## config.mk

```make
export PLATFORM = sky130hd
export DESIGN_NAME = scp_host
export DESIGN_NICKNAME = d
export VERILOG_FILES = /design/src/logic/scp_pkg.sv /design/src/logic/scp_csum.sv /design/src/logic/scp_host.sv /design/src/logic/scp_stat_dec.sv
export SDC_FILE = /design/constraint.sdc
export NUM_CORES = 1
export LEC_CHECK = 0
export ABC_AREA = 1
export BUFFER_PORTS_ARGS = -buffer_cell sky130_fd_sc_hd__buf_2
export CORE_MARGIN = 4
export CORE_UTILIZATION = 55
export DETAILED_ROUTE_END_ITERATION = 16
export PLACE_DENSITY_LB_ADDON = 0.08
export SYNTH_ARGS = -nofsm -noshare
export SYNTH_HDL_FRONTEND = slang
export SYNTH_SLANG_ARGS = --single-unit
```

## constraint.sdc

```tcl
create_clock -name CLK_SYS -period 7.5 [get_ports CLK_SYS]
set_clock_uncertainty 0.05 [all_clocks]
set_input_delay 0.75 -clock CLK_SYS [delete_from_list [all_inputs] [get_ports CLK_SYS]]
set_output_delay 0.75 -clock CLK_SYS [all_outputs]
set_load 0.03 [all_outputs]
```

## src/logic/scp_pkg.sv

```systemverilog
// Constants, types and helpers for the control packet framer and checker
// Function
// - Payload fields travel in big-endian byte order
// - Multi-byte field puts most significant byte first
// - Zero-pad payload to 32-bit boundary
// - Compensation field holds two's complement checksum
// - Checksum is 32-bit sum of 16-bit words
// - Receiver adds compensation, intact when total zero
// - All-zero compensation means no checksum supplied
// - No checksum generated means zero compensation written
// - Receivers accept packets with zero compensation
// - Bad non-zero checksum may be silently dropped
// - Receiver may skip verifying non-zero checksums
// - Generation and verification are independent options
// - Pad frame to 64 bytes including FCS
// - Response code 2 bytes, upper range vendor
// - Codes: completed, failed, unavailable, unsupported
// - Reason upper byte command, low 0x80+ vendor
// - 16-byte control header precedes payload
// - Length field counts payload bytes only
package scp_pkg;

   // *****************************************************************
   // Frame layout, byte offsets from the first destination address byte
   // *****************************************************************
   localparam logic [11:0] ETH_HDR_LEN   = 12'h00e;
   localparam logic [11:0] CTL_HDR_LEN   = 12'h010;
   localparam logic [11:0] PAY_START     = ETH_HDR_LEN + CTL_HDR_LEN;
   localparam logic [11:0] PTYPE_OFS     = ETH_HDR_LEN + 12'h004;
   localparam logic [11:0] PLEN_HI_OFS   = ETH_HDR_LEN + 12'h006;
   localparam logic [11:0] PLEN_LO_OFS   = ETH_HDR_LEN + 12'h007;
   localparam logic [11:0] MIN_FRAME_LEN = 12'h040;
   localparam logic [11:0] FCS_LEN       = 12'h004;
   localparam logic [11:0] MIN_LAST_IDX  = MIN_FRAME_LEN - FCS_LEN - 12'h001;
   localparam logic [11:0] CNT_MAX       = 12'hfff;
   localparam logic [2:0]  CSUM_BYTES    = 3'h4;
   localparam int          RESP_TYPE_BIT = 7;

   // *****************************************************************
   // Status word codes
   // *****************************************************************
   localparam logic [15:0] RESP_COMPLETED  = 16'h0000;
   localparam logic [15:0] RESP_FAILED     = 16'h0001;
   localparam logic [15:0] RESP_UNAVAIL    = 16'h0002;
   localparam logic [15:0] RESP_UNSUPP     = 16'h0003;
   localparam logic [15:0] RESP_VENDOR_MIN = 16'h8000;
   localparam logic [7:0]  REASON_GENERIC  = 8'h00;
   localparam int          REASON_VEND_BIT = 7;

   // *****************************************************************
   // Types
   // *****************************************************************
   typedef enum logic [1:0] {
      TX_PASS = 2'b00,
      TX_WPAD = 2'b01,
      TX_CKS  = 2'b11,
      TX_EPAD = 2'b10
   } scp_tx_state_type;

   typedef enum logic [2:0] {
      RC_COMPLETED = 3'h0,
      RC_FAILED    = 3'h1,
      RC_UNAVAIL   = 3'h2,
      RC_UNSUPP    = 3'h3,
      RC_VENDOR    = 3'h4,
      RC_RESERVED  = 3'h5
   } scp_resp_class_type;

   // *****************************************************************
   // Helpers
   // *****************************************************************
   // Payload length rounded up to a whole word
   function automatic logic [12:0] scp_pad4(input logic [11:0] len);
      logic [12:0] t;
      t = {1'b0, len} + 13'h0003;
      return {t[12:2], 2'b00};
   endfunction

   // Byte of a word, index 0 is the most significant
   function automatic logic [7:0] scp_be_byte(input logic [31:0] w, input logic [1:0] idx);
      logic [4:0] sh;
      sh = {~idx, 3'b000};
      return 8'(w >> sh);
   endfunction

endpackage

```

## src/logic/scp_csum.sv

```systemverilog
// Running 16-bit word checksum over a byte stream
`timescale 1ns/1ps
`default_nettype none
module scp_csum
   import scp_pkg::*;
(
   input  wire logic        clk_sys,
   input  wire logic        resetn,
   input  wire logic        clr,
   input  wire logic        en,
   input  wire logic [7:0]  data,
   output logic      [31:0] sum
);

   logic [7:0]  hi_ff;
   logic        have_hi_ff;
   logic [31:0] sum_ff;

   // Pair bytes high first, then add the word
   always_ff @(posedge clk_sys) begin
      if (!resetn || clr) begin
         hi_ff      <= 8'h00;
         have_hi_ff <= 1'b0;
         sum_ff     <= 32'h0000_0000;
      end else if (en) begin
         if (!have_hi_ff) begin
            hi_ff      <= data;
            have_hi_ff <= 1'b1;
         end else begin
            sum_ff     <= sum_ff + {16'h0000, hi_ff, data};
            have_hi_ff <= 1'b0;
         end
      end
   end

   assign sum = sum_ff;

endmodule // scp_csum
`default_nettype wire

```

## src/logic/scp_host.sv

```systemverilog
// Management side control packet framer and response checker
`timescale 1ns/1ps
`default_nettype none
module scp_host
   import scp_pkg::*;
(
   input  wire logic         CLK_SYS,
   input  wire logic         RESETN,
   input  wire logic         TX_CSUM_GEN,
   input  wire logic         RX_CSUM_VERIFY,
   input  wire logic         TX_IN_VALID,
   input  wire logic [7:0]   TX_IN_DATA,
   input  wire logic         TX_IN_LAST,
   output logic              TX_IN_READY,
   output logic              TX_OUT_VALID,
   output logic      [7:0]   TX_OUT_DATA,
   output logic              TX_OUT_LAST,
   input  wire logic         TX_OUT_READY,
   input  wire logic         RX_IN_VALID,
   input  wire logic [7:0]   RX_IN_DATA,
   input  wire logic         RX_IN_LAST,
   output logic              RX_DONE,
   output logic              RX_GOOD,
   output logic              RX_CSUM_PRESENT,
   output logic              RX_CSUM_BAD,
   output logic              RX_SHORT,
   output logic              RX_IS_RESP,
   output logic      [7:0]   RX_PKT_TYPE,
   output logic      [11:0]  RX_PLEN,
   output logic      [15:0]  RX_RESP_CODE,
   output logic      [15:0]  RX_REASON_CODE,
   output scp_resp_class_type RX_RESP_CLASS,
   output logic              RX_REASON_VENDOR,
   output logic              RX_REASON_CMD_SPEC
);

   // ****************************************************************
   // Transmit path
   // ****************************************************************
   scp_tx_state_type tx_state_ff, nxt_tx_state;
   logic [11:0]      tx_cnt_ff;
   logic [1:0]       tx_cks_idx_ff;
   logic             tx_in_ready_ff, nxt_tx_in_ready;
   logic             tx_out_valid_ff;
   logic [7:0]       tx_out_data_ff, nxt_tx_data;
   logic             tx_out_last_ff, nxt_tx_last;
   logic             tx_take, tx_gen_load, tx_load, tx_end;
   logic [11:0]      tx_pay_ofs, tx_pay_next;
   logic [31:0]      tx_sum, tx_comp;
   logic [23:0]      tx_cmp_ff;

   // Load strobes: input byte taken, or block makes a byte itself
   assign tx_take     = tx_in_ready_ff && TX_IN_VALID;
   assign tx_gen_load = (tx_state_ff != TX_PASS) && (!tx_out_valid_ff || TX_OUT_READY);
   assign tx_load     = tx_take || tx_gen_load;
   assign tx_pay_ofs  = tx_cnt_ff - PAY_START;
   assign tx_pay_next = tx_pay_ofs + 12'h001;
   assign tx_end      = tx_load && nxt_tx_last;

   // Compensation word, zero when generation is off
   assign tx_comp = TX_CSUM_GEN ? (~tx_sum + 32'h0000_0001) : 32'h0000_0000;

   // Next byte and state
   always_comb begin
      nxt_tx_state = tx_state_ff;
      nxt_tx_data  = 8'h00;
      nxt_tx_last  = 1'b0;
      case (tx_state_ff)
         TX_PASS : begin
            nxt_tx_data = TX_IN_DATA;
            if (tx_take && TX_IN_LAST) begin
               nxt_tx_state = (tx_pay_next[1:0] != 2'b00) ? TX_WPAD : TX_CKS;
            end
         end
         TX_WPAD : begin
            nxt_tx_data = 8'h00;
            if (tx_pay_next[1:0] == 2'b00) begin
               nxt_tx_state = TX_CKS;
            end
         end
         TX_CKS : begin
            nxt_tx_data = scp_be_byte(tx_comp, tx_cks_idx_ff);
            if (tx_cks_idx_ff == 2'b11) begin
               nxt_tx_last  = (tx_cnt_ff >= MIN_LAST_IDX);
               nxt_tx_state = nxt_tx_last ? TX_PASS : TX_EPAD;
            end
         end
         TX_EPAD : begin
            nxt_tx_data = 8'h00;
            nxt_tx_last = (tx_cnt_ff >= MIN_LAST_IDX);
            if (nxt_tx_last) begin
               nxt_tx_state = TX_PASS;
            end
         end
         default : begin
            nxt_tx_state = TX_PASS;
         end
      endcase
      if (!tx_load) begin
         nxt_tx_state = tx_state_ff;
      end
   end

   // Input ready only when the output slot is empty next cycle
   assign nxt_tx_in_ready = (nxt_tx_state == TX_PASS) && !tx_load
                            && (!tx_out_valid_ff || TX_OUT_READY);

   // State, byte index and compensation byte index
   always_ff @(posedge CLK_SYS) begin
      if (!RESETN) begin
         tx_state_ff    <= TX_PASS;
         tx_cnt_ff      <= 12'h000;
         tx_cks_idx_ff  <= 2'b00;
         tx_in_ready_ff <= 1'b0;
      end else begin
         tx_state_ff    <= nxt_tx_state;
         tx_in_ready_ff <= nxt_tx_in_ready;
         if (tx_end) begin
            tx_cnt_ff <= 12'h000;
         end else if (tx_load && tx_cnt_ff != CNT_MAX) begin
            tx_cnt_ff <= tx_cnt_ff + 12'h001;
         end
         if (tx_load && tx_state_ff == TX_CKS) begin
            tx_cks_idx_ff <= tx_cks_idx_ff + 2'b01;
         end
      end
   end

   // Output register toward the MAC
   always_ff @(posedge CLK_SYS) begin
      if (!RESETN) begin
         tx_out_valid_ff <= 1'b0;
         tx_out_data_ff  <= 8'h00;
         tx_out_last_ff  <= 1'b0;
      end else if (tx_load) begin
         tx_out_valid_ff <= 1'b1;
         tx_out_data_ff  <= nxt_tx_data;
         tx_out_last_ff  <= nxt_tx_last;
      end else if (TX_OUT_READY) begin
         tx_out_valid_ff <= 1'b0;
      end
   end

   // Compensation bytes already sent, for checking only
   always_ff @(posedge CLK_SYS) begin
      if (!RESETN) begin
         tx_cmp_ff <= 24'h00_0000;
      end else if (tx_load && tx_state_ff == TX_CKS) begin
         tx_cmp_ff <= {tx_cmp_ff[15:0], nxt_tx_data};
      end
   end

   // Sum over control header, payload and payload pad
   scp_csum u_tx_csum (
      .clk_sys (CLK_SYS),
      .resetn  (RESETN),
      .clr     (tx_end),
      .en      (tx_load && (tx_state_ff == TX_PASS || tx_state_ff == TX_WPAD)
                && tx_cnt_ff >= ETH_HDR_LEN),
      .data    (nxt_tx_data),
      .sum     (tx_sum)
   );

   assign TX_IN_READY  = tx_in_ready_ff;
   assign TX_OUT_VALID = tx_out_valid_ff;
   assign TX_OUT_DATA  = tx_out_data_ff;
   assign TX_OUT_LAST  = tx_out_last_ff;

   // ****************************************************************
   // Receive path
   // ****************************************************************
   logic [11:0] rx_cnt_ff;
   logic [7:0]  rx_ptype_ff;
   logic [11:0] rx_plen_ff;
   logic [31:0] rx_comp_ff, rx_stat_ff, rx_sum, rx_total;
   logic [2:0]  rx_comp_n_ff;
   logic        rx_eval_ff;
   logic [12:0] rx_cend;
   logic        rx_in_sum, rx_in_comp;
   logic        rx_present, rx_bad, rx_short;
   scp_resp_class_type rx_class;
   logic        rx_rvend, rx_rcmd;

   // Checksum region ends after the padded payload
   assign rx_cend    = {1'b0, PAY_START} + scp_pad4(rx_plen_ff);
   assign rx_in_sum  = (rx_cnt_ff >= ETH_HDR_LEN) && ({1'b0, rx_cnt_ff} < rx_cend);
   assign rx_in_comp = !rx_in_sum && (rx_cnt_ff >= ETH_HDR_LEN)
                       && (rx_comp_n_ff < CSUM_BYTES);

   // Byte counter and field capture
   always_ff @(posedge CLK_SYS) begin
      if (!RESETN) begin
         rx_cnt_ff    <= 12'h000;
         rx_ptype_ff  <= 8'h00;
         rx_plen_ff   <= 12'h000;
         rx_comp_ff   <= 32'h0000_0000;
         rx_stat_ff   <= 32'h0000_0000;
         rx_comp_n_ff <= 3'h0;
         rx_eval_ff   <= 1'b0;
      end else begin
         rx_eval_ff <= RX_IN_VALID && RX_IN_LAST;
         if (rx_eval_ff) begin
            rx_comp_n_ff <= 3'h0;
         end
         if (RX_IN_VALID) begin
            if (RX_IN_LAST) begin
               rx_cnt_ff <= 12'h000;
            end else if (rx_cnt_ff != CNT_MAX) begin
               rx_cnt_ff <= rx_cnt_ff + 12'h001;
            end
            if (rx_cnt_ff == PTYPE_OFS) begin
               rx_ptype_ff <= RX_IN_DATA;
            end
            if (rx_cnt_ff == PLEN_HI_OFS) begin
               rx_plen_ff[11:8] <= RX_IN_DATA[3:0];
            end
            if (rx_cnt_ff == PLEN_LO_OFS) begin
               rx_plen_ff[7:0] <= RX_IN_DATA;
            end
            if (rx_cnt_ff >= PAY_START && rx_cnt_ff < PAY_START + 12'h004) begin
               rx_stat_ff <= {rx_stat_ff[23:0], RX_IN_DATA};
            end
            if (rx_in_comp) begin
               rx_comp_ff   <= {rx_comp_ff[23:0], RX_IN_DATA};
               rx_comp_n_ff <= rx_comp_n_ff + 3'h1;
            end
         end
      end
   end

   scp_csum u_rx_csum (
      .clk_sys (CLK_SYS),
      .resetn  (RESETN),
      .clr     (rx_eval_ff),
      .en      (RX_IN_VALID && rx_in_sum),
      .data    (RX_IN_DATA),
      .sum     (rx_sum)
   );

   scp_stat_dec u_stat_dec (
      .resp_code       (rx_stat_ff[31:16]),
      .reason_code     (rx_stat_ff[15:0]),
      .resp_class      (rx_class),
      .reason_vendor   (rx_rvend),
      .reason_cmd_spec (rx_rcmd)
   );

   // Verdict: zero field or verification off skips the check, else total must be zero
   assign rx_total   = rx_sum + rx_comp_ff;
   assign rx_present = (rx_comp_ff != 32'h0000_0000);
   assign rx_bad     = rx_present && RX_CSUM_VERIFY && (rx_total != 32'h0000_0000);
   assign rx_short   = (rx_comp_n_ff != CSUM_BYTES);

   // Result registers, updated once per frame
   always_ff @(posedge CLK_SYS) begin
      if (!RESETN) begin
         RX_DONE            <= 1'b0;
         RX_GOOD            <= 1'b0;
         RX_CSUM_PRESENT    <= 1'b0;
         RX_CSUM_BAD        <= 1'b0;
         RX_SHORT           <= 1'b0;
         RX_IS_RESP         <= 1'b0;
         RX_PKT_TYPE        <= 8'h00;
         RX_PLEN            <= 12'h000;
         RX_RESP_CODE       <= 16'h0000;
         RX_REASON_CODE     <= 16'h0000;
         RX_RESP_CLASS      <= RC_COMPLETED;
         RX_REASON_VENDOR   <= 1'b0;
         RX_REASON_CMD_SPEC <= 1'b0;
      end else begin
         RX_DONE <= rx_eval_ff;
         if (rx_eval_ff) begin
            RX_GOOD            <= !rx_short && !rx_bad;
            RX_CSUM_PRESENT    <= rx_present;
            RX_CSUM_BAD        <= rx_bad;
            RX_SHORT           <= rx_short;
            RX_IS_RESP         <= rx_ptype_ff[RESP_TYPE_BIT];
            RX_PKT_TYPE        <= rx_ptype_ff;
            RX_PLEN            <= rx_plen_ff;
            RX_RESP_CODE       <= rx_stat_ff[31:16];
            RX_REASON_CODE     <= rx_stat_ff[15:0];
            RX_RESP_CLASS      <= rx_class;
            RX_REASON_VENDOR   <= rx_rvend;
            RX_REASON_CMD_SPEC <= rx_rcmd;
         end
      end
   end
endmodule // scp_host
`default_nettype wire

```

## src/logic/scp_stat_dec.sv

```systemverilog
// Classifier for the response status word
`timescale 1ns/1ps
`default_nettype none
module scp_stat_dec
   import scp_pkg::*;
(
   input  wire logic [15:0]        resp_code,
   input  wire logic [15:0]        reason_code,
   output scp_resp_class_type      resp_class,
   output logic                    reason_vendor,
   output logic                    reason_cmd_spec
);

   // Standard codes by value, upper range vendor
   always_comb begin
      case (resp_code)
         RESP_COMPLETED : resp_class = RC_COMPLETED;
         RESP_FAILED    : resp_class = RC_FAILED;
         RESP_UNAVAIL   : resp_class = RC_UNAVAIL;
         RESP_UNSUPP    : resp_class = RC_UNSUPP;
         default        : resp_class = (resp_code >= RESP_VENDOR_MIN) ? RC_VENDOR
                                                                      : RC_RESERVED;
      endcase
   end

   // Reason upper byte names the command, low byte top half is vendor
   always_comb begin
      reason_cmd_spec = (reason_code[15:8] != REASON_GENERIC);
      reason_vendor   = reason_code[REASON_VEND_BIT];
   end

endmodule // scp_stat_dec
`default_nettype wire

```

# Yosys cells after proc, flatten, opt, wreduce, memory -nomap -nowiden
# Cells that the tools add are included.
# classes
muxes	23
n_bitwise	5
n_eq_ne	13
n_reduce_logical	53
addsub	12
magnitude_cmp	8
shift	1
# ops
cell	n
32-bit by 16-bit adder with 32-bit output	2
32-bit nonzero test	2
12-bit by 5-bit equality test with 1-bit output (second input constant)	3
32-bit by 1-bit adder with 32-bit output (second input constant)	1
32-bit adder	1
16-bit by 2-bit equality test with 1-bit output (second input constant)	2
32-bit 2-to-1 mux	1
32-bit NOT	1
32-bit by 5-bit >> shifter with 8-bit output	1
12-bit by 1-bit adder with 12-bit output (second input constant)	2
12-bit by 4-bit >= comparator with 1-bit output (second input constant)	2
12-bit 2-to-1 mux	2
12-bit inequality test (second input constant)	2
8-bit one-hot mux with 3 select lines	1
2-bit AND reduction	10
1-bit logical AND	19
16-bit by 1-bit equality test with 1-bit output (second input constant)	1
16-bit >= comparator (second input constant)	1
16-bit zero test	1
2-bit 2-to-1 mux	7
12-bit by 2-bit adder with 13-bit output (second input constant)	1
5-bit by 13-bit adder with 13-bit output (first input constant)	1
12-bit by 13-bit < comparator with 1-bit output	1
12-bit by 5-bit >= comparator with 1-bit output (second input constant)	1
other kinds (22)	49
# totals
output_inout_bits	74
ff_bits	272
elab_cells	149

# Logic depth before layout (Yosys ltp)
# logic_depth
word_depth	10
mapped_depth	30
ltp_nobuf	30

# Hierarchy
# A second synthesis with hierarchy kept.
# hier_totals
cells_unflattened	2817
area_unflattened_um2	17456.7
# by_module_without_submodules
module	area_each_um2	cells_per_inst	seq_area_each_um2	n_inst
scp_host	11491.0	1822	3783.6	1
scp_csum	2902.8	478	820.8	2
scp_stat_dec	160.2	39	0.0	1

# Worst setup path before layout
# OpenSTA, ideal clock, no wires.
# synth_path
path_type	reg-to-reg
from	reg u_tx_csum.sum_ff[1], in the netlist u_tx_csum.sum[1]
to	reg u_tx_csum.sum_ff[10], in the netlist u_tx_csum.sum[10]
synth_period_minus_slack_ns	3.514
slack_ns	3.986
t_required_ns	7.335
arrival_ns	3.348
path_stages_with_launch	24
cell_sequence	dfxtp_1 inv_1 ha_1 nand2_1 nor2_1 inv_1 nor2_1 nand2_1 xor2_1 o211ai_1 a22o_1 ha_1 fa_1 nand3_1 nand3_1 nand2_1 nand2_1 a21oi_1 o21ai_0 nand3_1 nand2_1 xor2_1 o21ai_0 inv_1
# synth_between
elab_chain_cells	6
# synth_rtl
element	line_no	rtl
from (decl)	scp_csum.sv:17	logic [31:0] sum_ff;
from (signal assigned)	scp_csum.sv:30	sum_ff <= sum_ff + {16'h0000, hi_ff, data};
32-bit NOT	scp_host.sv:61	assign tx_comp = TX_CSUM_GEN ? (~tx_sum + 32'h0000_0001) : 32'h0000_0000;
32-bit by 1-bit adder with 32-bit output	scp_host.sv:61	
32-bit 2-to-1 mux	scp_host.sv:61	
32-bit by 5-bit >> shifter with 8-bit output	scp_pkg.sv:83	return 8'(w >> sh);
8-bit one-hot mux with 3 select lines	scp_host.sv:68	case (tx_state_ff)
net nxt_tx_data[0]	scp_host.sv:45	logic [7:0] tx_out_data_ff, nxt_tx_data;
32-bit by 16-bit adder with 32-bit output	scp_csum.sv:30	
# The timed path passes the listed nets, and every way through them passes these cells.
# A chain may end at the register's enable or synchronous reset.

# Worst setup path after layout
# layout_path
from	reg u_tx_csum.sum_ff[0], in the netlist u_tx_csum.sum[0]
to	reg u_tx_csum.sum_ff[20], in the netlist u_tx_csum.sum[20]
# The elaborated chain is that of the path after synthesis.

==> out/qor.yml <==
status: "complete, no violations"
rrSetupSlack_ns: 3.26
r2r_cells: 22
met1_usage_pct: 36.4
crit_fanout: 6
antenna_found_initial: 0
dr_total_vias: 16700
startpoint_type: "register"
hold_buffers: 0
layout-drive-gt1-share_pct: 7.13
clock-sinks: 270
core_area_um2: 30000
drt-total-wl_um: 47200
cts_inserted_buffers: 30
drv_slew: 0
first_iter_violations: 1155
placed_cells: 3031
finalCriticalPeriod_ns: 4.24
num_io_pins: 99
synth_fa_ha_area_share_pct: 6.67
layout.cells.non_filler: 3084
cap_viol_max_count: 0
drt_first_pass_iters: 5
h-tree-depth: 1
power_leakage_nw: 9.05
detail_route.vias_per_cell: 5.42
period_share_pct: 56.5
dieWidth_um: 183
cp.required_ns: 7.90
critPathKind: "register to register"
r2r-start: "u_tx_csum.sum[0]$_SDFFE_PP0P_"
initial_core_util_pct: 56.3
synth_top_family_by_area: "simple AND/OR/NAND/NOR gates"
post_cts_buffers: 0
final_nets: 2786
grt_max_degree: 91
grt_overflow_total: 0
cts_resized: 0
peakVddDrop_mv: 0.202
hold_path_end: "RX_PLEN[9]$_SDFFE_PN0P_"
yosysUniqueCellTypes: 50
drc: 0
synth-compound-area-share_pct: 15.9
dpl_cell_area_um2: 17500
synth_edf_count: 0
tns_ns: 0
rsz0062_at_grt: "no"
grt_pass1_wl_um: 76900
hp-class: "register to register"
n_antenna_cell: 0
ant_nets: 0
cts-root-buf: "clkbuf_16"
clkTransAtPathRegs_ns: 0.06
io_buffers: 98
fmax_mhz: 236
die_h_um: 183
finalHoldViolCount: 0
cts.path.max_buffers: 3
synthFlopType: "dfxtp_1"
synth_nets: 2726
synth_cells: 2613
gp_congestion: 1.01
area_growth_pct: 10.4
first_global_vias: 15500
wl_per_cell_um: 15.3
seq_area_frac_synth_pct: 32.1
ys_seq_elements: 270
async_flop_share_pct: 0
tightestPinTransition_ns: 1.16
grt.busiest_layer: "met2"
powerDensity_nw_per_um2: 170
holdWs_ns: 0.397
synth_mux_area_share_pct: 0
insertion_delay_ns: 0.57
arrival_ns: 4.63
final_area_um2: 18600
worstHoldStart: "RX_PLEN[9]$_SDFFE_PN0P_"
hold_depth: 2
synthXorXnorAreaFrac_pct: 3.64
cts_tree: "built"
synth-simple-area-share_pct: 30.6
max-slew-margin-rel_pct: 22.6
dieArea_um2: 33500
fin_util_pct: 62.1
setup_violations: 0
synth_warnings: 0
syn_avg_cell_area_um2: 6.45
use_met2_pct: 46.3
hpwlAfterDp_um: 35900
end_kind: "register"
r2r_end: "u_tx_csum.sum[20]$_SDFFE_PP0P_"
globalRouteTotalUtil_pct: 27.2
rows: 63
syn_area_um2: 16900
use_met3_pct: 3.29
## synthesized netlist by cell type (all sizes together) (11+ instances only)
library cell / number / share of area (%)
nand2: 667 / 15
inv: 406 / 9.0
dfxtp: 270 / 32
nor2: 229 / 5.3
a21oi: 226 / 6.7
o21ai: 215 / 6.4
nand3: 154 / 4.7
ha: 85 / 6.3
nand4: 84 / 3.1
clkbuf: 50 / 1.1
xor2: 47 / 2.4
nor3: 28 / 0.95
buf: 27 / 0.95
xnor2: 23 / 1.2
nor4: 17 / 0.63
a22o: 12 / 0.62
o21bai: 11 / 0.49
## stage by stage
stage / setup slack (ns) / total power, W
final: 3.26 / 0.00316
after global routing: 2.93 / 0.00326
after CTS: 3.36 / 0.00318
after detailed placement: 3.40 / 0.00162
after global placement: 3.56 / 0.00162
after floorplan: 3.99 / 0.00157
## where the power goes
part | total [W] | switching, W | internal [W]
registers | 0.00145 | 0.00000787 | 0.00144
clock network | 0.00157 | 0.000616 | 0.000949
logic | 0.000138 | 0.000101 | 0.0000375
## area by class of cell
type / count / area [um^2]
fillers: 2889 / 11300
multi-input cells: 1855 / 9570
flip-flops and latches: 270 / 5410
inverters: 411 / 1540
clock buffers: 39 / 825
repair buffers: 105 / 543
well taps: 390 / 488
clock inverters: 14 / 234
## flip-flops by register name, summed over array words and instances (netlist names), 12 cells and up
signal and count:
tx_cnt_ff 12, rx_comp_ff 32, rx_stat_ff 32, RX_RESP_CODE 16
rx_plen_ff 12, u_tx_csum.sum 32, u_rx_csum.sum 32, RX_REASON_CODE 16
RX_PLEN 12, rx_cnt_ff 12
## critical path, cell delays in order, from the launching register on
cell,delay (ns)
dfxtp_1,0.33
inv_1,0.10
ha_1,0.28
nand2_1,0.11
nor2_1,0.27
inv_1,0.12
nor2_1,0.18
nand2_1,0.09
xor2_1,0.15
o211ai_1,0.10
a22o_1,0.25
ha_1,0.26
fa_1,0.41
nand3_1,0.09
nand3_1,0.13
nand3_1,0.11
o2111ai_1,0.17
a21oi_1,0.36
nor2_1,0.13
nand2_1,0.12
inv_1,0.08
o21ai_0,0.14
a21oi_1,0.06
## how the worst max path moves through the flow
stage | startpoint | end | slack, ns | cells after the start
floorplan | u_tx_csum.sum[1]$_SDFFE_PP0P_ | u_tx_csum.sum[10]$_SDFFE_PP0P_ | 3.99 | 23
global placement | u_tx_csum.sum[1]$_SDFFE_PP0P_ | u_tx_csum.sum[20]$_SDFFE_PP0P_ | 3.56 | 22
detailed placement | u_tx_csum.sum[1]$_SDFFE_PP0P_ | u_tx_csum.sum[20]$_SDFFE_PP0P_ | 3.40 | 22
CTS | u_tx_csum.sum[1]$_SDFFE_PP0P_ | u_tx_csum.sum[20]$_SDFFE_PP0P_ | 3.36 | 22
global route | u_tx_csum.sum[1]$_SDFFE_PP0P_ | u_tx_csum.sum[20]$_SDFFE_PP0P_ | 2.93 | 22
finish | u_tx_csum.sum[0]$_SDFFE_PP0P_ | u_tx_csum.sum[20]$_SDFFE_PP0P_ | 3.26 | 22
## placed cells by master (no fill, tap or decap), types with 4 or more instances in the layout
master and n:
nor2_1 225, o211ai_1 6, nor3b_1 5, clkbuf_1 5, a21o_1 7, nor3_1 24, a21oi_1 226, o21ai_0 208
clkinv_1 5, xnor2_1 23, buf_2 98, nand3_1 150, nor4_1 17, bufinv_16 5, clkbuf_16 30, nand2_1 656
nor3_2 4, inv_2 8, nand4_1 84, clkbuf_8 4, dfxtp_1 270, nand2_2 10, a22o_1 12, o21a_1 5
xor2_1 47, o21ai_1 6, clkinv_2 4, inv_1 398, or2_2 4, ha_1 85, o21bai_1 11, buf_4 7
a211oi_1 6
## layer usage
| layer | up-vias | wire length, um |
|---|---|---|
| li1 | 8589 | - |
| met1 | 7534 | 21000 |
| met2 | 505 | 22000 |
| met3 | 95 | 2730 |
| met4 | 0 | 1440 |
| met5 | - | 0 |
## cells by family after synthesis
group / count (synthesis)
AND/OR/NAND/NOR: 1198
AO/OA/AOI/OAI: 499
buffers and inverters: 488
flip-flops: 270
adder cells (fa/ha/maj): 88
XOR/XNOR: 70
Power figures use the tool's default switching activity.
